==> src/smisrc_pkg.sv <==
/*
  Shared constants and types for the management interrupt source and
  clock command block: register indices, field positions, reset values,
  bus and event carriers.
  Assumes a 32-bit AXI4-Lite master and a 12-bit byte address.
*/
// Contract
// - command write acts on each bit set; bit 0 is ignored when bit 1 is also set
// - command port keeps no written value
// - command bit 0 slows the clock
// - command bit 1 restores full speed
// - command bit 2 stops the clock
// - command bit 3 raises software event
// - command read returns clock speed bit 0
// - config 1:0 selects first pin detection
// - config 3:2 selects second pin detection
// - primary status bits show active sources
// - primary status write-one clears, except bit 7
// - primary bit 7 is OR of secondary
// - secondary status shows sources, write-one clears
// - enable bits allow or block sources
// - primary enable bit 7 is global enable
package smisrc_pkg;

  // ----------------------------------------------------------------
  // register indices (byte address is four times the index)
  // ----------------------------------------------------------------
  localparam logic [7:0] IDX_COMMAND    = 8'h8e;
  localparam logic [7:0] IDX_EVENT_CFG  = 8'h8f;
  localparam logic [7:0] IDX_STATUS_PRI = 8'h90;
  localparam logic [7:0] IDX_STATUS_SEC = 8'h91;
  localparam logic [7:0] IDX_ENABLE_PRI = 8'h92;
  localparam logic [7:0] IDX_ENABLE_SEC = 8'h93;

  localparam int ADDR_WIDTH = 12;
  localparam int DATA_WIDTH = 32;

  // ----------------------------------------------------------------
  // field positions
  // ----------------------------------------------------------------
  localparam int CMD_SLOW_BIT    = 0;
  localparam int CMD_FAST_BIT    = 1;
  localparam int CMD_STOP_BIT    = 2;
  localparam int CMD_SOFT_BIT    = 3;
  localparam int STAT_SEC_OR_BIT = 7;
  localparam int GLOBAL_EN_BIT   = 7;
  localparam int SEC_SOFT_BIT    = 0;
  localparam int SEC_RESTART_BIT = 1;
  localparam int SEC_PIN0_BIT    = 2;
  localparam int PRI_SRC_COUNT   = 6;
  localparam int SEC_SRC_COUNT   = 4;
  localparam int PIN_COUNT       = 2;
  localparam int PIN_CFG_WIDTH   = 2;

  // ----------------------------------------------------------------
  // reset values
  // ----------------------------------------------------------------
  localparam logic [3:0] RST_EVENT_CFG  = 4'h0;
  localparam logic [5:0] RST_STATUS_PRI = 6'h00;
  localparam logic [3:0] RST_STATUS_SEC = 4'h0;
  localparam logic [7:0] RST_ENABLE_PRI = 8'h00;
  localparam logic [3:0] RST_ENABLE_SEC = 4'h0;
  localparam logic       RST_FULL_SPEED = 1'b1;

  localparam logic [1:0] RESP_OKAY   = 2'h0;
  localparam logic [1:0] RESP_SLVERR = 2'h2;

  // pin detection modes
  typedef enum logic [1:0] {
    DET_LOW_LEVEL  = 2'h0,
    DET_HIGH_LEVEL = 2'h1,
    DET_FALL_EDGE  = 2'h2,
    DET_RISE_EDGE  = 2'h3
  } smisrc_detect_type;

  // ----------------------------------------------------------------
  // carriers
  // ----------------------------------------------------------------
  typedef struct packed {
    logic                  awvalid;
    logic [ADDR_WIDTH-1:0] awaddr;
    logic [2:0]            awprot;
    logic                  wvalid;
    logic [DATA_WIDTH-1:0] wdata;
    logic [3:0]            wstrb;
    logic                  bready;
    logic                  arvalid;
    logic [ADDR_WIDTH-1:0] araddr;
    logic [2:0]            arprot;
    logic                  rready;
  } smisrc_axi_req_type;

  typedef struct packed {
    logic                  awready;
    logic                  wready;
    logic                  bvalid;
    logic [1:0]            bresp;
    logic                  arready;
    logic                  rvalid;
    logic [DATA_WIDTH-1:0] rdata;
    logic [1:0]            rresp;
  } smisrc_axi_rsp_type;

  // source order matches the primary status bits 5:0
  typedef struct packed {
    logic halt_cycle;
    logic io_restart;
    logic second_wake_source;
    logic first_wake_source;
    logic second_idle_timer;
    logic first_idle_timer;
  } smisrc_primary_src_type;

  typedef struct packed {
    logic                 cpu_restart_request;
    logic [PIN_COUNT-1:0] event_pins;
  } smisrc_secondary_src_type;

  typedef struct packed {
    logic slow_down_cmd;
    logic full_speed_cmd;
    logic stop_clock_cmd;
  } smisrc_clock_cmd_type;

endpackage : smisrc_pkg

==> src/smisrc_top.sv <==
/*
  Management interrupt source and clock command block: AXI4-Lite register
  slave, sticky status with write-one-to-clear, enables, event pin
  detection, clock command pulses and the active-low interrupt output.
  Assumes all inputs synchronous to clock_in; timers, wake logic and the
  clock switcher live outside and act on the pulses given here.
*/
// The AXI4-Lite slave port was left to the implementer.
`timescale 1ns/100ps
module smisrc_top (
  input  wire logic                                clock_in,
  input  wire logic                                arst_n_in,
  input  wire logic                                ce_in,
  input  wire smisrc_pkg::smisrc_axi_req_type      axi_req_in,
  output      smisrc_pkg::smisrc_axi_rsp_type      axi_rsp_out,
  input  wire smisrc_pkg::smisrc_primary_src_type  primary_src_in,
  input  wire smisrc_pkg::smisrc_secondary_src_type secondary_src_in,
  output      smisrc_pkg::smisrc_clock_cmd_type    clock_cmd_out,
  output      logic                                clock_full_speed_out,
  output      logic                                smi_n_out
);
  import smisrc_pkg::*;

  // ----------------------------------------------------------------
  // state
  // ----------------------------------------------------------------
  logic                  aw_full;
  logic [ADDR_WIDTH-1:0] aw_addr;
  logic                  w_full;
  logic [7:0]            w_byte;
  logic                  w_lane0;
  logic                  bvalid;
  logic [1:0]            bresp;
  logic                  rvalid;
  logic [DATA_WIDTH-1:0] rdata;
  logic [1:0]            rresp;

  logic [3:0]            event_cfg;
  logic [5:0]            status_pri;
  logic [3:0]            status_sec;
  logic [7:0]            enable_pri;
  logic [3:0]            enable_sec;
  logic                  full_speed;
  logic [PIN_COUNT-1:0]  pin_prev;
  logic                  smi_n;
  smisrc_clock_cmd_type  clock_cmd;

  // ----------------------------------------------------------------
  // bus handshakes
  // ----------------------------------------------------------------
  logic                  aw_take;
  logic                  w_take;
  logic                  do_write;
  logic                  ar_take;
  logic [7:0]            wr_index;
  logic [7:0]            rd_index;
  logic                  wr_hit;
  logic                  rd_hit;
  logic                  wr_upper_ok;
  logic                  rd_upper_ok;

  assign aw_take  = ce_in && axi_req_in.awvalid && !aw_full;
  assign w_take   = ce_in && axi_req_in.wvalid && !w_full;
  // the write lands one edge after both halves are held
  assign do_write = ce_in && aw_full && w_full && !bvalid;
  assign ar_take  = ce_in && axi_req_in.arvalid && !rvalid;

  assign wr_index    = aw_addr[9:2];
  assign rd_index    = axi_req_in.araddr[9:2];
  assign wr_upper_ok = (aw_addr[ADDR_WIDTH-1:10] == '0);
  assign rd_upper_ok = (axi_req_in.araddr[ADDR_WIDTH-1:10] == '0);

  always_comb begin
    axi_rsp_out         = '0;
    axi_rsp_out.awready = !aw_full;
    axi_rsp_out.wready  = !w_full;
    axi_rsp_out.bvalid  = bvalid;
    axi_rsp_out.bresp   = bresp;
    axi_rsp_out.arready = !rvalid;
    axi_rsp_out.rvalid  = rvalid;
    axi_rsp_out.rdata   = rdata;
    axi_rsp_out.rresp   = rresp;
  end

  always_ff @(posedge clock_in or negedge arst_n_in) begin
    if (!arst_n_in) begin
      aw_full <= 1'b0;
      aw_addr <= '0;
    end else if (aw_take) begin
      aw_full <= 1'b1;
      aw_addr <= axi_req_in.awaddr;
    end else if (do_write) begin
      aw_full <= 1'b0;
    end
  end

  always_ff @(posedge clock_in or negedge arst_n_in) begin
    if (!arst_n_in) begin
      w_full  <= 1'b0;
      w_byte  <= 8'h00;
      w_lane0 <= 1'b0;
    end else if (w_take) begin
      w_full  <= 1'b1;
      w_byte  <= axi_req_in.wdata[7:0];
      w_lane0 <= axi_req_in.wstrb[0];
    end else if (do_write) begin
      w_full <= 1'b0;
    end
  end

  // write decode: only lane 0 carries register data
  logic wr_cmd;
  logic wr_cfg;
  logic wr_st0;
  logic wr_st1;
  logic wr_en0;
  logic wr_en1;

  always_comb begin
    wr_cmd = 1'b0;
    wr_cfg = 1'b0;
    wr_st0 = 1'b0;
    wr_st1 = 1'b0;
    wr_en0 = 1'b0;
    wr_en1 = 1'b0;
    wr_hit = 1'b1;
    if (!wr_upper_ok) begin
      wr_hit = 1'b0;
    end else if (wr_index == IDX_COMMAND) begin
      wr_cmd = do_write && w_lane0;
    end else if (wr_index == IDX_EVENT_CFG) begin
      wr_cfg = do_write && w_lane0;
    end else if (wr_index == IDX_STATUS_PRI) begin
      wr_st0 = do_write && w_lane0;
    end else if (wr_index == IDX_STATUS_SEC) begin
      wr_st1 = do_write && w_lane0;
    end else if (wr_index == IDX_ENABLE_PRI) begin
      wr_en0 = do_write && w_lane0;
    end else if (wr_index == IDX_ENABLE_SEC) begin
      wr_en1 = do_write && w_lane0;
    end else begin
      wr_hit = 1'b0;
    end
  end

  always_ff @(posedge clock_in or negedge arst_n_in) begin
    if (!arst_n_in) begin
      bvalid <= 1'b0;
      bresp  <= RESP_OKAY;
    end else if (ce_in) begin
      if (do_write) begin
        bvalid <= 1'b1;
        bresp  <= wr_hit ? RESP_OKAY : RESP_SLVERR;
      end else if (axi_req_in.bready) begin
        bvalid <= 1'b0;
      end
    end
  end

  // ----------------------------------------------------------------
  // read path
  // ----------------------------------------------------------------
  logic [7:0] rd_byte;

  always_comb begin
    rd_byte = 8'h00;
    rd_hit  = 1'b1;
    if (!rd_upper_ok) begin
      rd_hit = 1'b0;
    end else if (rd_index == IDX_COMMAND) begin
      rd_byte = {7'h00, full_speed};
    end else if (rd_index == IDX_EVENT_CFG) begin
      rd_byte = {4'h0, event_cfg};
    end else if (rd_index == IDX_STATUS_PRI) begin
      rd_byte = {(|status_sec), 1'b0, status_pri};
    end else if (rd_index == IDX_STATUS_SEC) begin
      rd_byte = {4'h0, status_sec};
    end else if (rd_index == IDX_ENABLE_PRI) begin
      rd_byte = {enable_pri[GLOBAL_EN_BIT], 1'b0, enable_pri[5:0]};
    end else if (rd_index == IDX_ENABLE_SEC) begin
      rd_byte = {4'h0, enable_sec};
    end else begin
      rd_hit = 1'b0;
    end
  end

  always_ff @(posedge clock_in or negedge arst_n_in) begin
    if (!arst_n_in) begin
      rvalid <= 1'b0;
      rdata  <= '0;
      rresp  <= RESP_OKAY;
    end else if (ce_in) begin
      if (ar_take) begin
        rvalid <= 1'b1;
        rdata  <= {24'h000000, rd_byte};
        rresp  <= rd_hit ? RESP_OKAY : RESP_SLVERR;
      end else if (axi_req_in.rready) begin
        rvalid <= 1'b0;
      end
    end
  end

  // ----------------------------------------------------------------
  // configuration and enables
  // ----------------------------------------------------------------
  always_ff @(posedge clock_in or negedge arst_n_in) begin
    if (!arst_n_in) begin
      event_cfg <= RST_EVENT_CFG;
    end else if (ce_in && wr_cfg) begin
      event_cfg <= w_byte[3:0];
    end
  end

  always_ff @(posedge clock_in or negedge arst_n_in) begin
    if (!arst_n_in) begin
      enable_pri <= RST_ENABLE_PRI;
      enable_sec <= RST_ENABLE_SEC;
    end else if (ce_in) begin
      if (wr_en0) begin
        enable_pri <= {w_byte[7], 1'b0, w_byte[5:0]};
      end
      if (wr_en1) begin
        enable_sec <= w_byte[3:0];
      end
    end
  end

  // ----------------------------------------------------------------
  // command port: acts only, stores nothing but the speed state
  // ----------------------------------------------------------------
  logic cmd_slow;
  logic cmd_fast;
  logic cmd_stop;
  logic cmd_soft;

  assign cmd_slow = wr_cmd && w_byte[CMD_SLOW_BIT];
  assign cmd_fast = wr_cmd && w_byte[CMD_FAST_BIT];
  assign cmd_stop = wr_cmd && w_byte[CMD_STOP_BIT];
  assign cmd_soft = wr_cmd && w_byte[CMD_SOFT_BIT];

  // one-cycle pulses to the external clock switcher, which applies
  // whichever slowing or stopping method it is configured for
  always_ff @(posedge clock_in or negedge arst_n_in) begin
    if (!arst_n_in) begin
      clock_cmd <= '0;
    end else if (ce_in) begin
      clock_cmd.slow_down_cmd  <= cmd_slow && !cmd_fast;
      clock_cmd.full_speed_cmd <= cmd_fast;
      clock_cmd.stop_clock_cmd <= cmd_stop;
    end
  end

  // fast wins when software breaks the rule and sets both
  always_ff @(posedge clock_in or negedge arst_n_in) begin
    if (!arst_n_in) begin
      full_speed <= RST_FULL_SPEED;
    end else if (ce_in) begin
      if (cmd_fast) begin
        full_speed <= 1'b1;
      end else if (cmd_slow) begin
        full_speed <= 1'b0;
      end
    end
  end

  assign clock_cmd_out        = clock_cmd;
  assign clock_full_speed_out = full_speed;

  // ----------------------------------------------------------------
  // event pin detection
  // ----------------------------------------------------------------
  logic [PIN_COUNT-1:0] pin_hit;

  always_ff @(posedge clock_in or negedge arst_n_in) begin
    if (!arst_n_in) begin
      pin_prev <= '0;
    end else if (ce_in) begin
      pin_prev <= secondary_src_in.event_pins;
    end
  end

  // pin_prev resets low, but event_cfg resets to low-level detection, so a
  // pin already high after reset sets no status bit
  for (genvar p = 0; p < PIN_COUNT; p++) begin : g_pin
    smisrc_detect_type mode;
    logic              now;
    logic              was;
    assign mode = smisrc_detect_type'(event_cfg[p*PIN_CFG_WIDTH +: PIN_CFG_WIDTH]);
    assign now  = secondary_src_in.event_pins[p];
    assign was  = pin_prev[p];
    always_comb begin
      case (mode)
        DET_LOW_LEVEL:  pin_hit[p] = !now;
        DET_HIGH_LEVEL: pin_hit[p] = now;
        DET_FALL_EDGE:  pin_hit[p] = was && !now;
        default:        pin_hit[p] = !was && now;
      endcase
    end
  end

  // ----------------------------------------------------------------
  // sticky status: a source in the clearing cycle keeps its bit
  // ----------------------------------------------------------------
  logic [5:0] next_status_pri;
  logic [3:0] next_status_sec;
  logic [5:0] clr_pri;
  logic [3:0] clr_sec;
  logic [3:0] set_sec;

  assign clr_pri = wr_st0 ? w_byte[5:0] : 6'h00;
  assign clr_sec = wr_st1 ? w_byte[3:0] : 4'h0;
  assign set_sec = {pin_hit, secondary_src_in.cpu_restart_request, cmd_soft};

  assign next_status_pri = (status_pri & ~clr_pri) | primary_src_in;
  assign next_status_sec = (status_sec & ~clr_sec) | set_sec;

  always_ff @(posedge clock_in or negedge arst_n_in) begin
    if (!arst_n_in) begin
      status_pri <= RST_STATUS_PRI;
      status_sec <= RST_STATUS_SEC;
    end else if (ce_in) begin
      status_pri <= next_status_pri;
      status_sec <= next_status_sec;
    end
  end

  // ----------------------------------------------------------------
  // interrupt output
  // ----------------------------------------------------------------
  logic pending;

  // the handler must drop and restore the global enable to get a fresh
  // falling edge while a source stays active
  assign pending = enable_pri[GLOBAL_EN_BIT]
                && ((|(status_pri & enable_pri[5:0]))
                 || (|(status_sec & enable_sec)));

  always_ff @(posedge clock_in or negedge arst_n_in) begin
    if (!arst_n_in) begin
      smi_n <= 1'b1;
    end else if (ce_in) begin
      smi_n <= !pending;
    end
  end

  assign smi_n_out = smi_n;

endmodule : smisrc_top

==> config.mk <==
export PLATFORM = sky130hd
export DESIGN_NAME = smisrc_top
export DESIGN_NICKNAME = d
export VERILOG_FILES = /design/src/smisrc_pkg.sv /design/src/smisrc_top.sv
export SDC_FILE = /design/constraint.sdc
export NUM_CORES = 1
export LEC_CHECK = 0
export ABC_CLOCK_PERIOD_IN_PS = 3600
export BUFFER_PORTS_ARGS = -buffer_cell sky130_fd_sc_hd__buf_4
export CAP_MARGIN = 20
export CORE_MARGIN = 1
export CORE_UTILIZATION = 46
export CTS_CLUSTER_SIZE = 10
export DETAILED_ROUTE_END_ITERATION = 7
export HOLD_SLACK_MARGIN = 0.08
export PLACE_DENSITY = 0.77
export SYNTH_ARGS = -nofsm -noshare
export SYNTH_HDL_FRONTEND = slang
export SYNTH_SLANG_ARGS = --single-unit
==> constraint.sdc <==
create_clock -name clock_in -period 3.6 [get_ports clock_in]
set_input_delay 0.18 -clock clock_in [delete_from_list [all_inputs] [get_ports clock_in]]
set_output_delay 0.18 -clock clock_in [all_outputs]
set_load 0.02 [all_outputs]
==> summary.md, run 1 <==
| Metric | Value |
|---|---|
| FP Rows | 29 |
| Largest net degree at the start of global routing | 64 |
| MaxCap Viol Count | 0 |
| Die W | approximately 85 microns |
| Most common cell after layout, fill and taps aside | buf_4 |
| Synth Area in Simple Gates | around 14% |
| DIE AREA | just over 0.007 sq mm |
| Crit-path leading delay family | simple AND/OR/NAND/NOR gates |
| Nets | about 430 |
| Hold Path Class | in2reg |
| Fin crit period | about 2.1 ns |
| Residual DRC | 9 |
| Worst reg2reg setup slack | about 1.5 ns |
| Main combinational cell family by area after synthesis | multiplexers |
| Detailed Routing Iterations Pass 1 | 8 |
| Xor/xnor share of the synthesized area | 0.5580% |
| H-tree levels | 3 |
| Cts bufs inserted | 9 |
| Core area | 0.006459 sq mm |
| CP peak stage delay | around 0.4 ns |
| CP Max Fanout | 15 |
| Initial Util | between 40% and 50% |
| F_max | 474.5 MHz |
| IO buf count | 63 |
| Clk buf depth | 2 |
| Final Cycle Share | between 50% and 60% |
| Number of global-route vias before repair | approximately 2200 |
| CTS tree | yes |
| N_diodes | 0 |
| Setup TNS | 0 ns |
| Slowest stage cell, crit path | dfrtp_1 |
| # fillers | between 500 and 600 |
| Final setup viols | 0 |
| Synthesized flop and latch total | 63 |
| GRT overflow | 0 |
| Maximum vdd drop | between 0.4 and 0.5 mV |
| Dpl cells | 388 |
| Status | finished with violations |
| Antenna viol nets, final | 0 |
| Pwr per Cell Area | between 500 and 600 mW/mm^2 |
| Post-Syn Instances | 260 |
| Io pins | 129 |
| Top_reg_cell synth | dfrtp_1 |
| Library cells used by synthesis | 44 |
| Slew @ Worst Pin | a little under 0.8 ns |
| Routability cong. | 0.8269 |
| Worst Setup Start Kind | flip-flop |
| Vias | between 2000 and 2500 |
| Mean routed wirelength per cell | approximately 15 microns |
| Endpoints failing hold | 0 |
| Synth Cell Area | 0.003139 sq mm |
| Sequential element share of the synthesized area | 50.30% |
| Die height | 84.61 microns |
| Crit path buf inv count | 1 |
| Max-slew violations | 0 |
| CP Class | reg2reg |
| Vias per cell | 5.353 |
| Post-route cell area | approximately 0.004 sq mm |
| Pleak | approximately 1.9 nW |
| Max-slew headroom at the worst pin | between 40% and 50% |
| Post-Route WL | 6627 microns |
| DRT iter0 DRCs | around 100 |
| CTS Root Cell | clkbuf_8 |
| DP HPWL | 4580 microns |
| Arrival @ worst endpoint | between 2 and 2.5 ns |
| Area growth, synth to finish | 27.30% |
| CTS clock-pin slew for the worst setup and hold paths | 0.07 ns |
| Post-synth EDFFs | 0 |
| Synth warnings | 0 |
| Synthesized-area fraction occupied by adder cells | 0% |
| First-pass GRT wire length | 10760 microns |
| Critical Path End Type | flip-flop |
| Worst Clk Skew | between 0.006 and 0.007 ns |
| Most frequent cells in the layout | buf_4, dfrtp_1, mux2_2 |
| Initial antenna violation count | 0 |
| Post-Place Cell Area | 0.003546 sq mm |
| Final Non-Filler Cells | 430 |
| Asr flop ratio synth | 100.0% |
| CTS Sinks | 63 |
| Syn Area/Cell | between 10 and 15 sq um |
| Mux contribution to synthesized area | between 10% and 20% |
| Total GRT Usage | just under 20% |
| Share of cells above drive strength 1 | a little over a third |
| CP Cell Sequence | nand4b_2, nor4_4, buf_4, and3_1, mux2_1 |
| Clock latency on the worst-skew pair | about 0.34 ns |
| RSZ-0062 raised after global routing | false |
| Required @ worst endpoint | 3.82 ns |
| Failing checks | DRC |
| Synth Area in Compound Gates | ~10% |
[repair_timing]
item,CTS,global route
resized for setup,0,0
buffers inserted,0,0
hold buffers,26,0
endpoints found under the hold margin,86,0
[state kept, by name (all words and copies together) (netlist names)]
register              flops
aw_addr                  10
enable_pri                7
rdata                     7
w_byte                    7
status_pri                6
enable_sec                4
event_cfg                 4
status_sec                4
clock_cmd_out             3
pin_prev                  2
aw_full                   1
bresp                     1
bvalid                    1
clock_full_speed_out      1
rresp                     1
rvalid                    1
smi_n_out                 1
w_full                    1
w_lane0                   1
[report_power, final]
part,internal (mW),switching [mW]
clock,0.335,0.258
sequential,0.836,0.166
combinational,0.226,0.198
total,1.40,0.622
[Yosys cell counts (2+ instances only)]
cell type | number | area share, %
nor2b_1 | 3 | 0.60
o21ai_0 | 2 | 0.32
clkbuf_1 | 6 | 0.72
nand2b_1 | 2 | 0.40
a22oi_1 | 7 | 1.7
nand4b_1 | 6 | 1.7
xnor2_1 | 2 | 0.56
inv_1 | 5 | 0.60
nand3_1 | 3 | 0.48
mux4_2 | 2 | 1.4
mux2_1 | 7 | 2.5
o21ai_2 | 3 | 0.84
a21oi_1 | 7 | 1.1
a31oi_1 | 2 | 0.40
and3_1 | 3 | 0.60
nor4_1 | 3 | 0.60
o2bb2ai_1 | 2 | 0.56
or3_4 | 2 | 0.72
mux2_2 | 29 | 10
buf_4 | 30 | 7.2
mux2i_1 | 4 | 1.3
dfrtp_1 | 61 | 49
dfstp_2 | 2 | 1.7
nand2_1 | 21 | 2.5
o41ai_1 | 2 | 0.56
nor4_4 | 2 | 1.4
nor3_2 | 2 | 0.64
nor2_1 | 4 | 0.48
a22o_1 | 12 | 3.3
nand4_1 | 9 | 1.8
nor3b_1 | 2 | 0.48
[final cells by class]
class	count	area (sq um)	area share [%]
Sequential cell	63	1579	39.51
Clock inverter	4	45.04	1.127
Inverter	5	18.77	0.4696
Tap cell	77	96.34	2.411
Multi-Input combinational cell	179	1371	34.31
Timing Repair Buffer	90	740.7	18.53
Clock buffer	12	145.1	3.632
[tightest hold or removal path, delay by kind of cell]
family,cells,cell delay [ns]
simple gates,3,0.14
buf+inv,1,0.07
[metrics by stage]
| stage | setup WS [ns] | hold slack (ns) | total power, mW | util, % |
|---|---|---|---|---|
| after CTS | 1.462 | 0.08600 | 2.032 | 61.88 |
| after floorplan | 1.871 | -0.1156 | 1.282 | - |
| after detailed placement | 1.475 | 0.3114 | 1.415 | 54.90 |
| after global placement | 1.516 | 0.3083 | 1.395 | 54.90 |
| final | 1.492 | 0.09822 | 2.019 | 61.88 |
| after global routing | 1.366 | 0.08465 | 2.129 | 61.88 |
[path summary, 6_finish.rpt]
kind,cells after the start,startpoint,endpoint
min in group asynchronous,2,arst_n_in,rdata[0]$_DFFE_PN0P_
max in group asynchronous,2,arst_n_in,enable_pri[7]$_DFFE_PN0P_
worst max register to register,5,bvalid$_DFFE_PN0P_,enable_pri[3]$_DFFE_PN0P_
worst min register to register,1,enable_pri[7]$_DFFE_PN0P_,smi_n_out$_DFFE_PN1P_
worst min-delay path,4,axi_req_in[0],rvalid$_DFFE_PN0P_
worst max-delay path,5,bvalid$_DFFE_PN0P_,enable_pri[3]$_DFFE_PN0P_
[cells by family after synthesis]
group	after synthesis
AO/OA/AOI/OAI	41
AND/OR/NAND/NOR	67
flip-flops	63
other	1
buffers and inverters	44
multiplexers	42
XOR/XNOR	2
[metal layers]
layer,GRT usage [%],share of wire (%),routed length [microns]
met2,31.93,48,3167
met1,24.84,42,2804
met3,7.866,8.4,559
met5,0,0,0
met4,5.547,1.4,95
(Power assumes the default switching activity.)
==> run 2: changes to the inputs <==
--- a/config.mk
+++ b/config.mk
@@ -5,11 +5,11 @@
 export SDC_FILE = /design/constraint.sdc
 export NUM_CORES = 1
 export LEC_CHECK = 0
-export ABC_CLOCK_PERIOD_IN_PS = 3600
+export ABC_CLOCK_PERIOD_IN_PS = 1900
 export BUFFER_PORTS_ARGS = -buffer_cell sky130_fd_sc_hd__buf_4
 export CAP_MARGIN = 20
 export CORE_MARGIN = 1
-export CORE_UTILIZATION = 46
+export CORE_UTILIZATION = 44
 export CTS_CLUSTER_SIZE = 10
 export DETAILED_ROUTE_END_ITERATION = 7
 export HOLD_SLACK_MARGIN = 0.08
==> constraint.sdc (replaced) <==
create_clock -name clock_in -period 1.9 [get_ports clock_in]
set_input_delay 0.095 -clock clock_in [delete_from_list [all_inputs] [get_ports clock_in]]
set_output_delay 0.095 -clock clock_in [all_outputs]
set_load 0.02 [all_outputs]
==> summary.md, run 2 (synthesized netlist as in run 1, its figures left out) <==
| Metric | Value |
|---|---|
| Io pins | 129 (unchanged) |
| Psw | 1.211 mW (+95%) |
| Worst R2R Path Depth | 5 (unchanged) |
| Biggest register | aw_addr |
| GRT overflow | 0 (unchanged) |
| CP Max Fanout | 7 (-8) |
| Antenna viol nets, final | 0 (unchanged) |
| Final Cycle Share | 96.13% (+38 points) |
| Comb power frac | 22.1% (+1.1 points) |
| DIE AREA | 0.007476 sq mm (+4.4%) |
| Mean routed wirelength per cell | 14.69 microns (-4.7%) |
| Arrival @ worst endpoint | 2.04 ns (-0.28 ns) |
| Required @ worst endpoint | 2.11 ns (-1.71 ns) |
| Vias per cell | 5.139 (-4.0%) |
| Largest register FFs | 10 (unchanged) |
| Residual DRC | 0 (-9) |
| Die W | 86.47 microns (+2.2%) |
| MaxCap Viol Count | 0 (unchanged) |
| Worst setup path endpoint | enable_pri[2]$_DFFE_PN0P_ |
| Most common cell after layout, fill and taps aside | buf_4 |
| N_diodes | 0 (unchanged) |
| Clk buf depth | 2 (unchanged) |
| CTS Root Cell | clkbuf_8 |
| Status | complete, no violations |
| CTS tree | yes |
| Pleak | 1.947 nW (+3.8%) |
| Internal Pwr Total | 2.757 mW (+97%) |
| R2r startpoint | aw_addr[7]$_DFFE_PN0P_ |
| Worst r2r dst | enable_pri[2]$_DFFE_PN0P_ |
| Pwr per Cell Area | 952.6 mW/mm^2 (+89%) |
| First-pass GRT wire length | 11020 microns (+2.4%) |
| Vias | 2369 (+2.9%) |
| H-tree levels | 3 (unchanged) |
| Fin crit period | 1.826 ns (-0.2812 ns) |
| IO buf count | 63 (unchanged) |
| RSZ-0062 raised after global routing | false |
| Core area | 0.006832 sq mm (+5.8%) |
| Initial antenna violation count | 0 (unchanged) |
| FP Rows | 30 (+3.4%) |
| Flop pwr share | 47.6% (-2.0 points) |
| Worst Setup Start Kind | flip-flop |
| CTS clock-pin slew for the worst setup and hold paths | 0.07 ns (about the same) |
| Post-Route WL | 6771 microns (+2.2%) |
| Worst Clk Skew | 0.007314 ns (+0.001096 ns) |
| Worst reg2reg setup slack | 0.07 ns (-1.42 ns) |
| Max-slew headroom at the worst pin | 46.50% (-1.3 points) |
| Setup TNS | 0 ns (unchanged) |
| DRT iter0 DRCs | 110 (+5.8%) |
| Net Sw Frac | 30.53% (-0.25 points) |
| Clock latency on the worst-skew pair | 0.33 ns (about the same) |
| CP Class | reg2reg |
| Slew @ Worst Pin | 0.8025 ns (+0.01886 ns) |
| Hold Path Class | in2reg |
| Max-slew violations | 0 (unchanged) |
| Critical Path End Type | flip-flop |
| Hold slack | 0.09540 ns (-0.002815 ns) |
| Number of global-route vias before repair | 2350 (+6.0%) |
| Detailed Routing Iterations Pass 1 | 4 (-4) |
| Cts bufs inserted | 9 (unchanged) |
| Area growth, synth to finish | 32.68% |
| Nets | 443 (+2.8%) |
| Most frequent cells in the layout | buf_4, dfrtp_1, dlygate4sd3_1 |
| Hold_sp | axi_req_in[15] |
| Endpoints failing hold | 0 (unchanged) |
| Crit path launch | aw_addr[7]$_DFFE_PN0P_ |
| DP HPWL | 4574 microns (-0.13%) |
| Largest net degree at the start of global routing | 64 (unchanged) |
| Clock power frac | 30.2% (+0.8 points) |
| F_max | 547.5 MHz (+15%) |
| Final setup viols | 0 (unchanged) |
| CTS Sinks | 63 (unchanged) |
| Die height | 86.47 microns (+2.2%) |
| Share of cells above drive strength 1 | 36.16% (+1.3 points) |
| Routability cong. | 0.7655 (-7.4%) |
| Initial Util | 45.95% (-2.7 points) |
| Maximum vdd drop | 0.8301 mV (+84%) |
| Total GRT Usage | 19.35% (-0.45 points) |
run 2: routing by layer:
metal  part of all wire (%)  wire length, microns  track usage (%)  vias up
met5                      0                     0                0        -
met4                   0.96                    65            6.515        0
met3                    5.7                   387            5.905        9
met2                     49                  3309            32.40       93
met1                     44                  3009            23.92     1164
li1                       -                     -                -     1103
run 2: how the worst min path moves through the flow:
stage          cells after the start                 endpoint  slack [ns]
2_1_floorplan                      0  aw_addr[10]$_DFFE_PN0P_       -0.20
3_3_place_gp                       1     rdata[1]$_DFFE_PN0P_        0.22
3_5_place_dp                       1     rdata[1]$_DFFE_PN0P_        0.23
4_1_cts                            3     rdata[2]$_DFFE_PN0P_        0.08
5_1_grt                            3     rdata[3]$_DFFE_PN0P_         0.1
6_report                           3     rdata[2]$_DFFE_PN0P_         0.1
run 2: final cells by class:
type                       instances  area [sq um]
inverter                           5         18.77
tap                               96         120.1
clock buffer                      13         168.9
sequential                        63          1579
multi-input combinational        179          1383
clock inverter                     3         40.04
timing repair buffer             102         855.8
fill                             566          2666
run 2: worst max-delay path: stages, from the launching register on:
cell and delay, ns:
dfrtp_1 0.38, or3b_4 0.44, nor3_4 0.21, and3_4 0.22
buf_12 0.12, mux2_1 0.32
run 2: through the flow:
| step | instances | util (%) | worst slack [ns] | instance area (sq um) | power (mW) |
|---|---|---|---|---|---|
| final | 461 | 60.97 | 0.07361 | 4165 | 3.968 |
| after global routing | 461 | 60.97 | 0.009182 | 4165 | 4.164 |
| after CTS | 461 | 60.81 | 0.02986 | 4154 | 3.961 |
| after detailed placement | 414 | 53.21 | 0.04863 | 3635 | 2.709 |
| after global placement | 414 | 53.21 | 0.07884 | 3635 | 2.668 |
| after floorplan | 286 | - | 0.1709 | 3237 | 2.429 |
run 2: power groups by stage:
| stage | clock network (mW) | registers, mW | logic (mW) |
|---|---|---|---|
| 6_report | 1.20 | 1.89 | 0.878 |
| 5_1_grt | 1.28 | 1.92 | 0.958 |
| 3_5_place_dp | 0 | 1.90 | 0.807 |
| 2_1_floorplan | 0 | 1.79 | 0.641 |
| 4_1_cts | 1.23 | 1.87 | 0.859 |
| 3_3_place_gp | 0 | 1.88 | 0.784 |
run 2: timing repair:
action | in CTS | in global routing
gates resized for setup | 0 | 2
setup buffers | 0 | 0
endpoints found under the hold margin | 93 | 0
hold buffers | 31 | 0
setup endpoints to repair | 0 | 15
==> run 3: changes to the inputs <==
--- a/config.mk
+++ b/config.mk
@@ -5,11 +5,11 @@
 export SDC_FILE = /design/constraint.sdc
 export NUM_CORES = 1
 export LEC_CHECK = 0
-export ABC_CLOCK_PERIOD_IN_PS = 1900
+export ABC_CLOCK_PERIOD_IN_PS = 1700
 export BUFFER_PORTS_ARGS = -buffer_cell sky130_fd_sc_hd__buf_4
 export CAP_MARGIN = 20
 export CORE_MARGIN = 1
-export CORE_UTILIZATION = 44
+export CORE_UTILIZATION = 46
 export CTS_CLUSTER_SIZE = 10
 export DETAILED_ROUTE_END_ITERATION = 7
 export HOLD_SLACK_MARGIN = 0.08
==> constraint.sdc (replaced) <==
create_clock -name clock_in -period 1.7 [get_ports clock_in]
set_input_delay 0.085 -clock clock_in [delete_from_list [all_inputs] [get_ports clock_in]]
set_output_delay 0.085 -clock clock_in [all_outputs]
set_load 0.02 [all_outputs]
==> summary.md, run 3 (synthesized netlist as in run 1, its figures left out) <==
| Metric | Value |
|---|---|
| IO buf count | 63 (unchanged) |
| Die height | 84.61 microns (-2.1%) |
| Most frequent cells in the layout | buf_4, dfrtp_1, dlygate4sd3_1 |
| Clk buf depth | 2 (unchanged) |
| Pleak | 1.977 nW (+1.5%) |
| MaxCap Viol Count | 0 (unchanged) |
| Arrival @ worst endpoint | 2.00 ns (-0.04 ns) |
| CTS Sinks | 63 (unchanged) |
| Largest register FFs | 10 (unchanged) |
| Vias | 2383 (+0.59%) |
| CTS clock-pin slew for the worst setup and hold paths | 0.07 ns (about the same) |
| Mean routed wirelength per cell | 15.60 microns (+6.2%) |
| Cts bufs inserted | 9 (unchanged) |
| Resize count post-CTS | 0 (unchanged) |
| CP Class | reg2reg |
| Endpoints failing hold | 0 (unchanged) |
| Routability cong. | 0.8088 (+5.7%) |
| Biggest register | aw_addr |
| CTS Root Cell | clkbuf_8 |
| DIE AREA | 0.007159 sq mm (-4.2%) |
| Clock latency on the worst-skew pair | 0.34 ns (about the same) |
| Final setup viols | 13 (+13) |
| Vias per cell | 5.296 (+3.0%) |
| Largest net degree at the start of global routing | 64 (unchanged) |
| Status | finished with violations |
| CP Cell Sequence | or3b_4, nor3_4, buf_4, nand4_1, mux2_2 |
| Post-route cell area | 0.004180 sq mm (+0.36%) |
| Wire length on met1 | 3168 microns (+5.3%) |
| First-pass GRT wire length | 11500 microns (+4.3%) |
| GRT overflow | 0 (unchanged) |
| Max-slew headroom at the worst pin | 48.26% (+1.8 points) |
| Area growth, synth to finish | 33.16% |
| Maximum vdd drop | 0.7988 mV (-3.8%) |
| Antenna viol nets, final | 0 (unchanged) |
| Initial Util | 48.61% (+2.7 points) |
| DRT iter0 DRCs | 157 (+43%) |
| Final Cycle Share | 104.7% (+8.6 points) |
| N_diodes | 0 (unchanged) |
| WL met3 | 300 microns (-22%) |
| Routed wl met2 | 3462 microns (+4.6%) |
| Total GRT Usage | 20.94% (+1.6 points) |
| Number of global-route vias before repair | 2422 (+3.1%) |
| DP HPWL | 4771 microns (+4.3%) |
| Setup WS post-layout | -0.07965 ns (-0.1533 ns) |
| Max-slew violations | 0 (unchanged) |
| Residual DRC | 7 (+7) |
| Initial antenna violation count | 0 (unchanged) |
| H-tree levels | 3 (unchanged) |
| Hold Path Class | in2reg |
| Post-Place Cell Area | 0.003662 sq mm (+0.76%) |
| Slowest stage cell, crit path | or3b_4 |
| Core area | 0.006459 sq mm (-5.5%) |
| CTS tree | yes |
| FP Rows | 29 (-3.3%) |
| Top layer in use | met4 |
| Worst Setup Start Kind | flip-flop |
| Die W | 84.61 microns (-2.1%) |
| Fin crit period | 1.780 ns (-0.04674 ns) |
| Critical Path End Type | flip-flop |
| Post-Route WL | 7020 microns (+3.7%) |
| Worst reg2reg setup slack | -0.08 ns (-0.15 ns) |
| Detailed Routing Iterations Pass 1 | 8 (+4) |
| Worst Clk Skew | 0.007840 ns (+0.0005264 ns) |
| Pwr per Cell Area | 1052 mW/mm^2 (+10%) |
| Crit path buf inv count | 1 (unchanged) |
| Pwr Total | 4.400 mW (+11%) |
| CP Max Fanout | 4 (-3) |
| Io pins | 129 (unchanged) |
| Slew @ Worst Pin | 0.7761 ns (-0.02643 ns) |
| F_max | 561.9 MHz (+2.6%) |
| Failing checks | DRC, setup timing |
| Most common cell after layout, fill and taps aside | buf_4 |
| Nets | 451 (+1.8%) |
| RSZ-0062 raised after global routing | true |
| Crit-path leading delay family | simple AND/OR/NAND/NOR gates |
| Required @ worst endpoint | 1.92 ns (-0.19 ns) |
| CP peak stage delay | 0.44 ns (about the same) |
| Share of cells above drive strength 1 | 36.73% (+0.56 points) |
[run 3: changes by cell type in the layout (fill, tap and decap cells not counted)]
cell,delta
and3_4,-1
and3_1,+1
clkbuf_8,-2
clkinv_2,+1
clkbuf_1,+1
buf_4,+7
dlygate4sd3_1,+1
[run 3: worst paths after layout]
check / endpoint / cells after the start / startpoint
min in group asynchronous: rdata[1]$_DFFE_PN0P_ / 2 / arst_n_in
setup reg to reg: enable_sec[3]$_DFFE_PN0P_ / 5 / aw_addr[8]$_DFFE_PN0P_
hold / removal: bvalid$_DFFE_PN0P_ / 4 / ce_in
hold reg to reg: smi_n_out$_DFFE_PN1P_ / 1 / enable_pri[7]$_DFFE_PN0P_
max in group asynchronous: aw_addr[6]$_DFFE_PN0P_ / 2 / arst_n_in
setup / recovery: enable_sec[3]$_DFFE_PN0P_ / 5 / aw_addr[8]$_DFFE_PN0P_
[run 3: area by class of cell]
class,instances,area (sq um)
fillers,506,2278
flip-flops and latches,63,1579
clock inverters,4,45.04
inverters,5,18.77
clock buffers,12,145.1
repair buffers,110,918.4
well taps,77,96.34
multi-input cells,179,1378
[run 3: through the flow]
stage / instances / hold WS [ns] / utilization [%] / TNS [ns] / worst slack [ns]
5_1_grt: 450 / 0.1211 / 64.72 / -2.448 / -0.1583
4_1_cts: 450 / 0.09741 / 64.72 / -0.6344 / -0.06923
3_5_place_dp: 401 / 0.2232 / 56.70 / -0.7458 / -0.07331
6_report: 450 / 0.1040 / 64.72 / -0.5586 / -0.07965
3_3_place_gp: 401 / 0.2122 / 56.70 / -0.3674 / -0.04314
2_1_floorplan: 286 / -0.2106 / - / 0 / 0.04460
[run 3: timing repair]
action / CTS / global route
pin swaps: 4 / 2
hold buffers: 32 / 0
endpoints found under the setup margin: 19 / 28
setup buffers: 1 / 0
hold endpoints to repair: 93 / 0
[run 3: worst register-to-register path, delay by kind of cell (launching register included)]
kind / cells / cell delay [ns]
multiplexers: 1 / 0.35
buffers and inverters: 1 / 0.13
AND/OR/NAND/NOR: 3 / 0.80
flip-flops: 1 / 0.38
[run 3: routing by layer]
layer  global-route usage, %  up-vias
met5                       0        -
met4                   6.471        0
met3                   4.326       10
met2                   35.70       72
met1                   26.95     1180
li1                        -     1121
[run 3: power breakdown]
| part | total, mW | internal (mW) | switching, mW | leakage [nW] |
|---|---|---|---|---|
| Combinational | 1.05 | 0.557 | 0.492 | 1.11 |
| Clock | 1.27 | 0.711 | 0.563 | 0.100 |
| Sequential | 2.08 | 1.77 | 0.307 | 0.765 |
| Total | 4.40 | 3.04 | 1.36 | 1.98 |
